--- config.mk ---
export PLATFORM = sky130hd
export DESIGN_NAME = clockgen_ctrl_regs
export DESIGN_NICKNAME = d
export VERILOG_FILES = /design/src/rtl/clockgen_ctrl_pkg.sv /design/src/rtl/clockgen_ctrl_regs.sv /design/src/rtl/clockgen_seq.sv /design/src/rtl/clockgen_pin_oe.sv
export SDC_FILE = /design/constraint.sdc
export NUM_CORES = 1
export LEC_CHECK = 0
export ABC_CLOCK_PERIOD_IN_PS = 2100
export BUFFER_PORTS_ARGS = -buffer_cell sky130_fd_sc_hd__clkbuf_2
export CAP_MARGIN = 10
export CORE_MARGIN = 2
export CORE_UTILIZATION = 35
export CTS_CLUSTER_SIZE = 16
export DETAILED_ROUTE_END_ITERATION = 6
export PLACE_DENSITY = 0.54
export SYNTH_ARGS = -nofsm -noshare
export SYNTH_HDL_FRONTEND = slang
export SYNTH_HIERARCHICAL = 1
export SYNTH_SLANG_ARGS = --single-unit
--- constraint.sdc ---
create_clock -name mclk_in -period 2.1 [get_ports mclk_in]
set_input_delay 0.105 -clock mclk_in [delete_from_list [all_inputs] [get_ports mclk_in]]
set_output_delay 0.105 -clock mclk_in [all_outputs]
set_load 0.05 [all_outputs]
--- src/rtl/clockgen_ctrl_pkg.sv ---
// Package for the clock generator general control register bank.
// Assumes a 16-bit register port driven by the serial control front end.
package clockgen_ctrl_pkg;

    // Register port geometry
    localparam int REG_AW = 8;
    localparam int REG_DW = 16;

    // Register offsets
    localparam logic [REG_AW-1:0] OFS_GENERAL_CONTROL = 8'h00;
    localparam logic [REG_AW-1:0] OFS_REF_PIN_SEL     = 8'h01;
    localparam logic [REG_AW-1:0] OFS_PIN_OUT_SEL     = 8'h02;

    // Reset values
    localparam logic [REG_DW-1:0] RST_GENERAL_CONTROL = 16'h0000;
    localparam logic [REG_DW-1:0] RST_REF_PIN_SEL     = 16'h6A32;
    localparam logic [REG_DW-1:0] RST_PIN_OUT_SEL     = 16'h0053;

    // General control field positions
    localparam int BIT_ADDR_LOW    = 15;
    localparam int BIT_PIN0_FUNC   = 14;
    localparam int BIT_PIN4_DIR    = 13;
    localparam int BIT_PIN1_DIR    = 12;
    localparam int BIT_PIN0_DIR    = 11;
    localparam int BIT_FB_SEL      = 10;
    localparam int BIT_ZDM         = 8;
    localparam int BIT_LOCKDET_RST = 6;
    localparam int BIT_SYNC        = 5;
    localparam int BIT_RECAL       = 4;
    localparam int BIT_PIN_SOFT    = 3;
    localparam int BIT_SWRST       = 2;
    localparam int BIT_POWERDOWN   = 1;
    localparam int BIT_MODE        = 0;

    // Reference and pin input select field positions
    localparam int BIT_REF_SRC     = 9;
    localparam int BIT_REF_OVR     = 8;
    localparam int FUNC_W          = 4;
    localparam int FLD_PIN4_FUNC   = 4;
    localparam int FLD_PIN1_FUNC   = 0;

    // Pin output select field positions
    localparam int FLD_PIN0_OUT    = 8;
    localparam int FLD_PIN4_OUT    = 4;
    localparam int FLD_PIN1_OUT    = 0;

    // Input function codes; channel n uses FUNC_CH1_OE + n - 1
    localparam logic [FUNC_W-1:0] FUNC_GLOBAL_OE = 4'h2;
    localparam logic [FUNC_W-1:0] FUNC_CH1_OE    = 4'h4;
    localparam int                NUM_CH         = 4;

    // Output enables recovered from the general pins
    typedef struct packed {
        logic              global_en;
        logic [NUM_CH-1:0] channel_en;
    } oe_t;

    // Drive of one general pin
    typedef struct packed {
        logic out;
        logic oe;
    } pin_drive_t;

    // Start-up sequencer
    typedef enum logic [1:0] {
        SEQ_CONFIG = 2'b00,
        SEQ_CAL    = 2'b01,
        SEQ_DONE   = 2'b11
    } seq_state_t;

endpackage

--- src/rtl/clockgen_ctrl_regs.sv ---
// General control register bank of the clock generator.
// Assumes a serial front end issuing single-cycle read and write strobes.
module clockgen_ctrl_regs
    import clockgen_ctrl_pkg::*;
(
    // Clock and reset
    input  wire logic              mclk_in,
    input  wire logic              srst_in,
    // Register port
    input  wire logic [REG_AW-1:0] reg_addr_in,
    input  wire logic              reg_wr_in,
    input  wire logic [REG_DW-1:0] reg_wdata_in,
    input  wire logic              reg_rd_in,
    output logic      [REG_DW-1:0] reg_rdata_out,
    output logic                   reg_rvalid_out,
    // Page load
    input  wire logic              page_load_in,
    input  wire logic              page_addr_bit_in,
    output logic                   target_address_low_bit_out,
    // General pins
    input  wire logic              pin_zero_in,
    input  wire logic              pin_one_in,
    input  wire logic              pin_four_in,
    input  wire logic [2:0]        pin_status_in,
    output clockgen_ctrl_pkg::pin_drive_t pin_zero_out,
    output clockgen_ctrl_pkg::pin_drive_t pin_one_out,
    output clockgen_ctrl_pkg::pin_drive_t pin_four_out,
    output logic      [FUNC_W-1:0] pin_zero_out_sel_out,
    output logic      [FUNC_W-1:0] pin_one_out_sel_out,
    output logic      [FUNC_W-1:0] pin_four_out_sel_out,
    // Reference mux
    input  wire logic              ref_sel_pin_in,
    output logic                   ref_select_out,
    // Analog and PLL control
    output logic                   zero_delay_mode_out,
    output logic                   external_feedback_out,
    output logic                   lockdet_reset_out,
    output logic                   analog_powerdown_out,
    output logic                   pin_mode_out,
    output clockgen_ctrl_pkg::oe_t output_enable_out,
    // Divider sync and logic reset
    output logic                   sync_pulse_out,
    output logic                   logic_reset_out,
    // Sequencer
    input  wire logic              config_done_in,
    input  wire logic              cal_done_in,
    output logic                   config_run_out,
    output logic                   cal_run_out,
    output logic                   cal_keep_codes_out,
    output logic                   seq_done_out
);
    import clockgen_ctrl_pkg::*;

    // Stored registers; self-clearing bits live in their own strobes
    logic [REG_DW-1:0] gen_ff;
    logic [REG_DW-1:0] nxt_gen;
    logic [REG_DW-1:0] refsel_ff;
    logic [REG_DW-1:0] outsel_ff;
    logic              sync_ff;
    logic              recal_ff;
    logic              swrst_ff;
    logic              pin0_ff;
    logic [REG_DW-1:0] rdata_ff;
    logic              rvalid_ff;

    // Address decode
    wire logic hit_gen    = (reg_addr_in == OFS_GENERAL_CONTROL);
    wire logic hit_refsel = (reg_addr_in == OFS_REF_PIN_SEL);
    wire logic hit_outsel = (reg_addr_in == OFS_PIN_OUT_SEL);
    wire logic wr_gen     = reg_wr_in && hit_gen;
    wire logic wr_refsel  = reg_wr_in && hit_refsel;
    wire logic wr_outsel  = reg_wr_in && hit_outsel;

    // Pin zero as reset or sync input
    // Pin zero function
    wire logic pin0_is_input = !gen_ff[BIT_PIN0_DIR];
    wire logic pin0_reset_fn = pin0_is_input && !gen_ff[BIT_PIN0_FUNC];
    wire logic pin0_sync_fn  = pin0_is_input && gen_ff[BIT_PIN0_FUNC];
    wire logic pin_reset     = pin0_reset_fn && !pin_zero_in;

    wire logic regs_reset    = srst_in || (pin_reset && !gen_ff[BIT_PIN_SOFT]);

    wire logic fsm_reset     = srst_in || pin_reset || swrst_ff;

    // Sync input acts on the release edge of the pin
    wire logic pin_sync_rise = pin0_sync_fn && pin_zero_in && !pin0_ff;

    // Next general control value; strobe bits never stored
    always_comb
    begin
        nxt_gen = gen_ff;
        if (wr_gen)
            nxt_gen = reg_wdata_in;
        if (page_load_in)
            nxt_gen[BIT_ADDR_LOW] = page_addr_bit_in;
        nxt_gen[BIT_SYNC]  = 1'b0;
        nxt_gen[BIT_RECAL] = 1'b0;
        nxt_gen[BIT_SWRST] = 1'b0;
    end

    always_ff @(posedge mclk_in)
    begin
        if (regs_reset)
        begin
            gen_ff    <= RST_GENERAL_CONTROL;
            refsel_ff <= RST_REF_PIN_SEL;
            outsel_ff <= RST_PIN_OUT_SEL;
        end
        else
        begin
            gen_ff <= nxt_gen;
            if (wr_refsel)
                refsel_ff <= reg_wdata_in;
            if (wr_outsel)
                outsel_ff <= reg_wdata_in;
        end
    end

    // Strobes last exactly one cycle after the accepting write
    always_ff @(posedge mclk_in)
    begin
        if (srst_in)
        begin
            sync_ff  <= 1'b0;
            recal_ff <= 1'b0;
            swrst_ff <= 1'b0;
            pin0_ff  <= 1'b1;
        end
        else
        begin
            sync_ff  <= wr_gen && reg_wdata_in[BIT_SYNC];
            recal_ff <= wr_gen && reg_wdata_in[BIT_RECAL];
            swrst_ff <= wr_gen && reg_wdata_in[BIT_SWRST];
            pin0_ff  <= pin_zero_in;
        end
    end

    // Read path
    wire logic [REG_DW-1:0] gen_view = gen_ff
        | (REG_DW'(sync_ff)  << BIT_SYNC)
        | (REG_DW'(recal_ff) << BIT_RECAL)
        | (REG_DW'(swrst_ff) << BIT_SWRST);
    wire logic [REG_DW-1:0] rd_mux = hit_gen    ? gen_view  :
                                     hit_refsel ? refsel_ff :
                                     hit_outsel ? outsel_ff : '0;

    always_ff @(posedge mclk_in)
    begin
        if (srst_in)
        begin
            rdata_ff  <= '0;
            rvalid_ff <= 1'b0;
        end
        else
        begin
            rvalid_ff <= reg_rd_in;
            if (reg_rd_in)
                rdata_ff <= rd_mux;
        end
    end

    assign reg_rdata_out  = rdata_ff;
    assign reg_rvalid_out = rvalid_ff;

    assign target_address_low_bit_out = gen_ff[BIT_ADDR_LOW];

    assign pin_zero_out.oe = gen_ff[BIT_PIN0_DIR];
    assign pin_one_out.oe  = gen_ff[BIT_PIN1_DIR];
    assign pin_four_out.oe = gen_ff[BIT_PIN4_DIR];
    assign pin_zero_out.out = pin_status_in[0];
    assign pin_one_out.out  = pin_status_in[1];
    assign pin_four_out.out = pin_status_in[2];
    assign pin_zero_out_sel_out = outsel_ff[FLD_PIN0_OUT +: FUNC_W];
    assign pin_one_out_sel_out  = outsel_ff[FLD_PIN1_OUT +: FUNC_W];
    assign pin_four_out_sel_out = outsel_ff[FLD_PIN4_OUT +: FUNC_W];

    assign ref_select_out = refsel_ff[BIT_REF_SRC] ? refsel_ff[BIT_REF_OVR] : ref_sel_pin_in;

    assign zero_delay_mode_out   = gen_ff[BIT_ZDM];
    assign external_feedback_out = gen_ff[BIT_ZDM] && gen_ff[BIT_FB_SEL];

    assign lockdet_reset_out = gen_ff[BIT_LOCKDET_RST];

    assign analog_powerdown_out = gen_ff[BIT_POWERDOWN];

    assign pin_mode_out = gen_ff[BIT_MODE];

    assign sync_pulse_out  = sync_ff || pin_sync_rise;
    assign logic_reset_out = fsm_reset;

    // Pins only steer enables in pin mode and as inputs
    // Pin-mode enables
    wire logic pin1_active = gen_ff[BIT_MODE] && !gen_ff[BIT_PIN1_DIR];
    wire logic pin4_active = gen_ff[BIT_MODE] && !gen_ff[BIT_PIN4_DIR];

    clockgen_pin_oe u_pin_oe (
        .pin1_func_in   (refsel_ff[FLD_PIN1_FUNC +: FUNC_W]),
        .pin4_func_in   (refsel_ff[FLD_PIN4_FUNC +: FUNC_W]),
        .pin1_level_in  (pin_one_in),
        .pin4_level_in  (pin_four_in),
        .pin1_active_in (pin1_active),
        .pin4_active_in (pin4_active),
        .oe_out         (output_enable_out)
    );

    clockgen_seq u_seq (
        .mclk_in            (mclk_in),
        .fsm_rst_in         (fsm_reset),
        .recal_in           (recal_ff),
        .config_done_in     (config_done_in),
        .cal_done_in        (cal_done_in),
        .config_run_out     (config_run_out),
        .cal_run_out        (cal_run_out),
        .cal_keep_codes_out (cal_keep_codes_out),
        .seq_done_out       (seq_done_out)
    );

endmodule

--- src/rtl/clockgen_seq.sv ---
// Configuration then calibration sequencer.
// Assumes done inputs are synchronous single-cycle or level indications.
module clockgen_seq
    import clockgen_ctrl_pkg::*;
(
    // Clock and state machine reset
    input  wire logic mclk_in,
    input  wire logic fsm_rst_in,
    // Control
    input  wire logic recal_in,
    input  wire logic config_done_in,
    input  wire logic cal_done_in,
    // Status
    output logic      config_run_out,
    output logic      cal_run_out,
    output logic      cal_keep_codes_out,
    output logic      seq_done_out
);
    import clockgen_ctrl_pkg::*;

    seq_state_t state_ff;
    seq_state_t nxt_state;
    logic       keep_ff;
    logic       nxt_keep;

    always_comb
    begin
        nxt_state = state_ff;
        nxt_keep  = keep_ff;
        case (state_ff)
            SEQ_CONFIG:
            begin
                nxt_keep = 1'b0;
                if (config_done_in)
                    nxt_state = SEQ_CAL;
            end
            SEQ_CAL:
            begin
                if (cal_done_in)
                    nxt_state = SEQ_DONE;
            end
            SEQ_DONE:
            begin
                // Recalibration keeps present capacitor and cross codes
                if (recal_in)
                begin
                    nxt_state = SEQ_CAL;
                    nxt_keep  = 1'b1;
                end
            end
            default:
            begin
                nxt_state = SEQ_CONFIG;
                nxt_keep  = 1'b0;
            end
        endcase
    end

    always_ff @(posedge mclk_in)
    begin
        if (fsm_rst_in)
        begin
            state_ff <= SEQ_CONFIG;
            keep_ff  <= 1'b0;
        end
        else
        begin
            state_ff <= nxt_state;
            keep_ff  <= nxt_keep;
        end
    end

    assign config_run_out     = (state_ff == SEQ_CONFIG);
    assign cal_run_out        = (state_ff == SEQ_CAL);
    assign cal_keep_codes_out = keep_ff;
    assign seq_done_out       = (state_ff == SEQ_DONE);

endmodule

--- src/rtl/clockgen_pin_oe.sv ---
// Output enable recovery from the input functions of general pins 1 and 4.
// Assumes pin levels are already synchronous to the clock.
module clockgen_pin_oe
    import clockgen_ctrl_pkg::*;
(
    // Function codes
    input  wire logic [FUNC_W-1:0] pin1_func_in,
    input  wire logic [FUNC_W-1:0] pin4_func_in,
    // Pin levels and their qualifiers
    input  wire logic              pin1_level_in,
    input  wire logic              pin4_level_in,
    input  wire logic              pin1_active_in,
    input  wire logic              pin4_active_in,
    // Enables
    output clockgen_ctrl_pkg::oe_t oe_out
);
    import clockgen_ctrl_pkg::*;

    // An enable not claimed by an active pin stays on
    wire logic glob1 = pin1_active_in && (pin1_func_in == FUNC_GLOBAL_OE);
    wire logic glob4 = pin4_active_in && (pin4_func_in == FUNC_GLOBAL_OE);

    assign oe_out.global_en = (!glob1 || pin1_level_in) && (!glob4 || pin4_level_in);

    genvar ch;
    generate
        for (ch = 0; ch < NUM_CH; ch = ch + 1)
        begin : g_ch
            localparam logic [FUNC_W-1:0] CODE = FUNC_CH1_OE + FUNC_W'(ch);
            wire logic hit1 = pin1_active_in && (pin1_func_in == CODE);
            wire logic hit4 = pin4_active_in && (pin4_func_in == CODE);
            assign oe_out.channel_en[ch] = (!hit1 || pin1_level_in) && (!hit4 || pin4_level_in);
        end
    endgenerate

endmodule

==> results of run 1 <==
-- per-stage QoR --
stage | cell area, um2 | power, mW | hold WS (ns) | setup WS, ns
after floorplan | 3506 | 1.498 | 0.2116 | 0.2252
after global placement | 3958 | 1.574 | 0.2103 | 0.4646
after detailed placement | 3958 | 1.576 | 0.2103 | 0.4317
after CTS | 4208 | 2.713 | 0.0001339 | 0.3366
after global routing | 4208 | 2.794 | 0.01351 | 0.2473
final | 4208 | 2.687 | 0.008389 | 0.3464
-- kinds of logic (layout without fill, tap and decap cells) --
group,after synthesis,after routing,share of synthesized area [%]
compound gates,58,58,11.71
flops,69,69,39.40
buf+inv,49,126,8.494
simple gates,158,158,29.80
mux,37,37,10.60
-- state kept, by name (all words and copies together), names as in the netlist --
signal / count
outsel_ff: 16
refsel_ff: 16
reg_rdata_out: 16
gen_ff: 13
u_seq/state_ff: 2
pin0_ff: 1
recal_ff: 1
reg_rvalid_out: 1
swrst_ff: 1
sync_ff: 1
u_seq/cal_keep_codes_out: 1
-- layout make-up --
cell class	instances	share of cell area (%)
tap	133	3.955
multi-input combinational	253	43.56
inverter	5	0.4460
sequential	69	32.83
clock inverter	5	1.398
timing repair buffer	105	14.21
clock buffer	11	3.598
-- synthesized netlist by cell type, types with 7 or more instances --
library cell / instances / area, um2
a21oi_1: 18 / 90.09
a31oi_1: 7 / 43.79
a32o_1: 16 / 160.2
and2b_2: 7 / 61.31
buf_4: 19 / 142.6
clkbuf_1: 14 / 52.55
dfxtp_1: 69 / 1381
mux2i_1: 36 / 360.4
nand2b_1: 14 / 87.58
nand3_1: 47 / 235.2
nor2_1: 9 / 33.78
nor2b_1: 10 / 62.56
nor3_1: 7 / 35.03
nor4_1: 9 / 56.30
o21ai_0: 7 / 35.03
or2b_1: 16 / 120.1
or2b_2: 7 / 61.31
-- worst min-delay path by stage --
stage	cells past startpoint	to
2_1_floorplan	1	pin0_ff
5_1_grt	2	swrst_ff
3_3_place_gp	0	pin_one_out[1]
4_1_cts	2	swrst_ff
6_report	2	swrst_ff
3_5_place_dp	0	pin_one_out[1]
-- power by group through the flow --
| stage | Clock [mW] | Sequential, mW | Combinational [mW] |
|---|---|---|---|
| floorplan | 0 | 1.35 | 0.144 |
| global placement | 0 | 1.35 | 0.227 |
| detailed placement | 0 | 1.35 | 0.229 |
| CTS | 1.16 | 1.32 | 0.236 |
| global route | 1.22 | 1.32 | 0.256 |
| finish | 1.14 | 1.32 | 0.235 |
-- critical path, cell delays in order, from the launching register on --
cell	delay, ns
dfxtp_1	0.35
nor2b_1	0.16
and4bb_2	0.26
a32oi_1	0.23
clkbuf_2	0.31
-- per-layer routing --
metal	track usage, %	vias to the layer above
met5	0	-
met4	5.695	0
met3	4.449	11
met2	30.64	103
met1	24.44	1454
li1	-	1476
-- what timing repair did --
item,CTS,global route
hold endpoints to repair,4,0
hold buffers,4,0
endpoints found under the setup margin,0,0
==> results.sh, run 1 <==
export IMPL_maxCapViolCount=0
export IMPL_wl_met2_um=4817
export IMPL_finalSetupTns_ns=0
export IMPL_syn_nets=410
export IMPL_syn_to_final_growth_pct=20.02
export IMPL_synthArstFlopShare_pct=0
export IMPL_ys_flop_type="dfxtp_1"
export IMPL_final_core_util_pct=43.25
export IMPL_fill_cells=989
export IMPL_htreeDepth=3
export IMPL_dr_pass1_iters=4
export IMPL_arrival_ns=1.65
export IMPL_synth_seq_area_share_pct=39.40
export IMPL_maxSlewViolCount=0
export IMPL_ir_drop_mv=0.4227
export IMPL_post_route_cells_drive_above_1_share_pct=32.81
export IMPL_synth_edf_count=0
export IMPL_switchingPower_uw=678.3
export IMPL_cts_clk_slew_worst_paths_ns=0.08
export IMPL_holdCritStartpoint="reg_wdata_in[2]"
export IMPL_cts_sinks=69
export IMPL_rsz0062_at_grt="no"
export IMPL_reg2reg_to="outsel_ff[2]"
export IMPL_critical_path_required_ns=2.00
export IMPL_path_class="register to output port"
export IMPL_start_kind="register"
export IMPL_syn_area_um2=3506
export IMPL_avgRoutedWirePerCell_um=17.04
export IMPL_core_area_um2=9729
export IMPL_cts_buffer_depth=2
export IMPL_dieHeight_um=104.1
export IMPL_port_buffers=85
export IMPL_grt_pass1_wl_um=16040
export IMPL_initial_core_util_pct=36.03
export IMPL_viasPerCell=5.239
export IMPL_dp_final_hpwl_um=6797
export IMPL_period_share_pct=83.51
export IMPL_grt_overflow_total=0
export IMPL_fp_row_count=36
export IMPL_final_cell_mix="clkbuf_2 (85), dfxtp_1 (69), nand3_1 (47)"
export IMPL_multi_input_area_um2=1833
export IMPL_hold_class="input port to register"
export IMPL_combPwrFrac_pct=8.7
export IMPL_p_sw_share_pct=25.24
export IMPL_cts_root_buf="clkbuf_8"
export IMPL_gp_congestion=0.7912
export IMPL_yosys_warnings=6
export IMPL_cts_tree="done"
export IMPL_nNetsFinal=482
export IMPL_drt_iter0_markers=182
export IMPL_path_max_fanout=5
export IMPL_stdcell_count=581
export IMPL_rr_worst_depth=4
export IMPL_ys_seq_elements=69
export IMPL_regToRegStartpoint="gen_ff[14]"
export IMPL_min_period_ns=1.754
export IMPL_crit_start="gen_ff[0]"
export IMPL_top_layer_used="met4"
export IMPL_vias=3044
export IMPL_clkPwrFrac_pct=42.3
export IMPL_outcome="finished, final reports clean"
export IMPL_grt_pass1_vias=3051
export IMPL_fmax_mhz=570.2
export IMPL_p_seq_share_pct=49.0
export IMPL_die_width_um=104.1
export IMPL_wl_um=9901
export IMPL_grt_use_total_pct=18.71
export IMPL_dp_cells=561
export IMPL_worst_setup_path_end_kind="output port"
export IMPL_synthDistinctLibCells=52
export IMPL_synth_area_per_cell_um2=9.450
export IMPL_hold_violations=0
export IMPL_cts_inserted_buffers=9
export IMPL_r2r_slack_ns=0.45
export IMPL_grt_antenna_before_repair=0
export IMPL_insertion_delay_ns=0.35
export IMPL_final_common_cell="clkbuf_2"
export IMPL_tightest_slew_ns=0.6305
export IMPL_diodes=0
export IMPL_met1Wirelength_um=4313
export IMPL_cts_resized_gates=0
export IMPL_ant_nets=0
export IMPL_powerDensity_nw_per_um2=638.7
export IMPL_p_int_mw=2.009
export IMPL_io_pins=92
export IMPL_drc=0
export IMPL_seq_area_um2=1381
export IMPL_setup_viol=0
export IMPL_slew_headroom_pct=57.62
export IMPL_cts_setup_buffers=0
export IMPL_syn_inst=371
export IMPL_crit_end="output_enable_out[3]"
export IMPL_routed_wl_met3_um=620
export IMPL_fp_dieArea_um2=10830
export IMPL_grt_max_degree=45
export IMPL_p_leak_nw=1.767
export IMPL_finClkSkew_ns=0.009174
Note: power is estimated with default switching activity, not from simulation.
==> run 2, diff against run 1 <==
Settings changed: ABC_CLOCK_PERIOD_IN_PS 2100 to 1700.
Clock period 2.1 ns to 1.7 ns, I/O delays scaled along.
==> run 2 against run 1 <==
Effect of this change:
- global-route usage shrank 0.39 points
- combinational power up 27%
- count of clock-buffer cells in the layout increased by 2
- largest power group unchanged
- sequential cell count unchanged
- register-to-register slack got worse by 0.25 ns
- first-iteration DRC count shrank 48%
- total power grew 14%
- clock skew about the same
- critical endpoint unchanged
- via count rose by 0.49%
- non-clock buffer count increased by 8
- worst setup slack got worse by 0.29 ns
- wire length grew 0.56%
==> results.sh, run 2 (same netlist as run 1, synthesis figures left out) <==
export IMPL_htreeDepth=3
export IMPL_finClkSkew_ns=0.009232
export IMPL_post_route_cells_drive_above_1_share_pct=33.41
export IMPL_port_buffers=85
export IMPL_cts_clk_slew_worst_paths_ns=0.07
export IMPL_grt_use_met2_pct=29.46
export IMPL_grt_use_met1_pct=23.66
export IMPL_grt_antenna_before_repair=0
export IMPL_worst_slack_ns=0.06004
export IMPL_arrival_ns=1.55
export IMPL_grt_max_degree=26
export IMPL_maxSlewViolCount=0
export IMPL_ir_drop_mv=0.2582
export IMPL_grt_pass1_vias=2990
export IMPL_fp_row_count=36
export IMPL_avgRoutedWirePerCell_um=16.93
export IMPL_cts_buffer_depth=2
export IMPL_hold_class="input port to register"
export IMPL_cts_root_buf="clkbuf_8"
export IMPL_maxCapViolCount=0
export IMPL_dp_final_hpwl_um=7093
export IMPL_setup_viol=0
export IMPL_grt_use_met3_pct=4.198
export IMPL_critical_path_required_ns=1.62
export IMPL_dr_pass1_iters=4
export IMPL_finalSetupTns_ns=0
export IMPL_nNetsFinal=490
export IMPL_powerDensity_nw_per_um2=723.3
export IMPL_gr_max_usage_layer="met2"
export IMPL_final_cell_mix="clkbuf_2 (80), dfxtp_1 (69), nand3_1 (47)"
export IMPL_diodes=0
export IMPL_tightest_slew_ns=0.5065
export IMPL_hold_violations=0
export IMPL_slew_headroom_pct=66.11
export IMPL_ant_nets=0
export IMPL_period_share_pct=96.47
export IMPL_cts_inserted_buffers=9
export IMPL_syn_to_final_growth_pct=21.23
export IMPL_final_common_cell="clkbuf_2"
export IMPL_drc=0
export IMPL_cts_setup_buffers=0
export IMPL_gp_congestion=0.8397
export IMPL_die_width_um=104.1
export IMPL_cts_sinks=69
export IMPL_io_pins=92
export IMPL_fp_dieArea_um2=10830
export IMPL_vias=3059
export IMPL_core_area_um2=9729
export IMPL_dieHeight_um=104.1
export IMPL_viasPerCell=5.202
export IMPL_p_leak_nw=1.804
export IMPL_rsz0062_at_grt="yes"
export IMPL_insertion_delay_ns=0.35
export IMPL_grt_use_total_pct=18.32
export IMPL_initial_core_util_pct=36.03
export IMPL_worst_setup_path_end_kind="output port"
export IMPL_outcome="finished, final reports clean"
export IMPL_path_class="register to output port"
export IMPL_drt_iter0_markers=94
export IMPL_start_kind="register"
export IMPL_dp_slack_ns=0.1303
export IMPL_cts_tree="done"
export IMPL_path_max_fanout=5
export IMPL_grt_pass1_wl_um=15590
export IMPL_fmax_mhz=609.8
export IMPL_min_period_ns=1.640
export IMPL_wl_um=9956
export IMPL_grt_overflow_total=0
## run 2: changes by cell type in the layout (fill, tap and decap cells not counted), moves of 2 or more
cell           delta
clkbuf_2          -5
buf_4            +10
dlygate4sd3_1     +2
clkbuf_1          +3
clkinvlp_4        -2
## run 2: per-stage QoR
| step | instance area (um2) | utilization, % | total power [mW] | instances | hold slack (ns) |
|---|---|---|---|---|---|
| floorplan | 3511 | - | 1.851 | 371 | 0.1916 |
| global placement | 4008 | 41.19 | 1.946 | 567 | 0.1706 |
| detailed placement | 4008 | 41.19 | 1.949 | 567 | 0.1706 |
| CTS | 4240 | 43.58 | 3.110 | 588 | 0.01385 |
| global route | 4250 | 43.69 | 3.196 | 588 | 0.02386 |
| finish | 4250 | 43.69 | 3.074 | 588 | 0.02370 |
## run 2: timing repair
item / 4_1_cts / 5_1_grt
endpoints found under the setup margin: 4 / 5
gates resized for setup: 4 / 8
hold endpoints to repair: 6 / 0
hold buffers: 6 / 0
## run 2: power by group
group | switching [mW] | leakage [nW] | internal (mW)
clock | 0.591 | 0.0833 | 0.559
combinational | 0.190 | 1.16 | 0.109
sequential | 0.00399 | 0.557 | 1.62
## run 2: worst max-delay path: stages, from the launching register on
cell and delay [ns]:
dfxtp_1 0.35, nor2b_1 0.15, and4bb_2 0.26, a32oi_1 0.22
buf_4 0.23
## run 2: path summary, 6_finish.rpt
| path | slack [ns] | start | to | cells after the start |
|---|---|---|---|---|
| hold / removal | 0.02 | reg_wdata_in[15] | refsel_ff[15] | 3 |
| setup / recovery | 0.06 | gen_ff[0] | output_enable_out[3] | 4 |
| hold reg to reg | 0.47 | reg_rdata_out[15] | reg_rdata_out[15] | 1 |
| setup reg to reg | 0.20 | gen_ff[3] | outsel_ff[3] | 4 |
## run 2: cell type report
cell class	count	area [um2]
multi-input cells	253	1852
clock buffers	13	148.9
clock inverters	2	10.01
fillers	1019	5479
inverters	5	18.77
well taps	133	166.4
flip-flops and latches	69	1381
repair buffers	113	673.1
## run 2: per-layer routing
| layer | part of all wire, % | vias up |
|---|---|---|
| met2 | 47 | 91 |
| met5 | 0 | - |
| met3 | 5.7 | 14 |
| met1 | 45 | 1463 |
| li1 | - | 1491 |
| met4 | 2.0 | 0 |
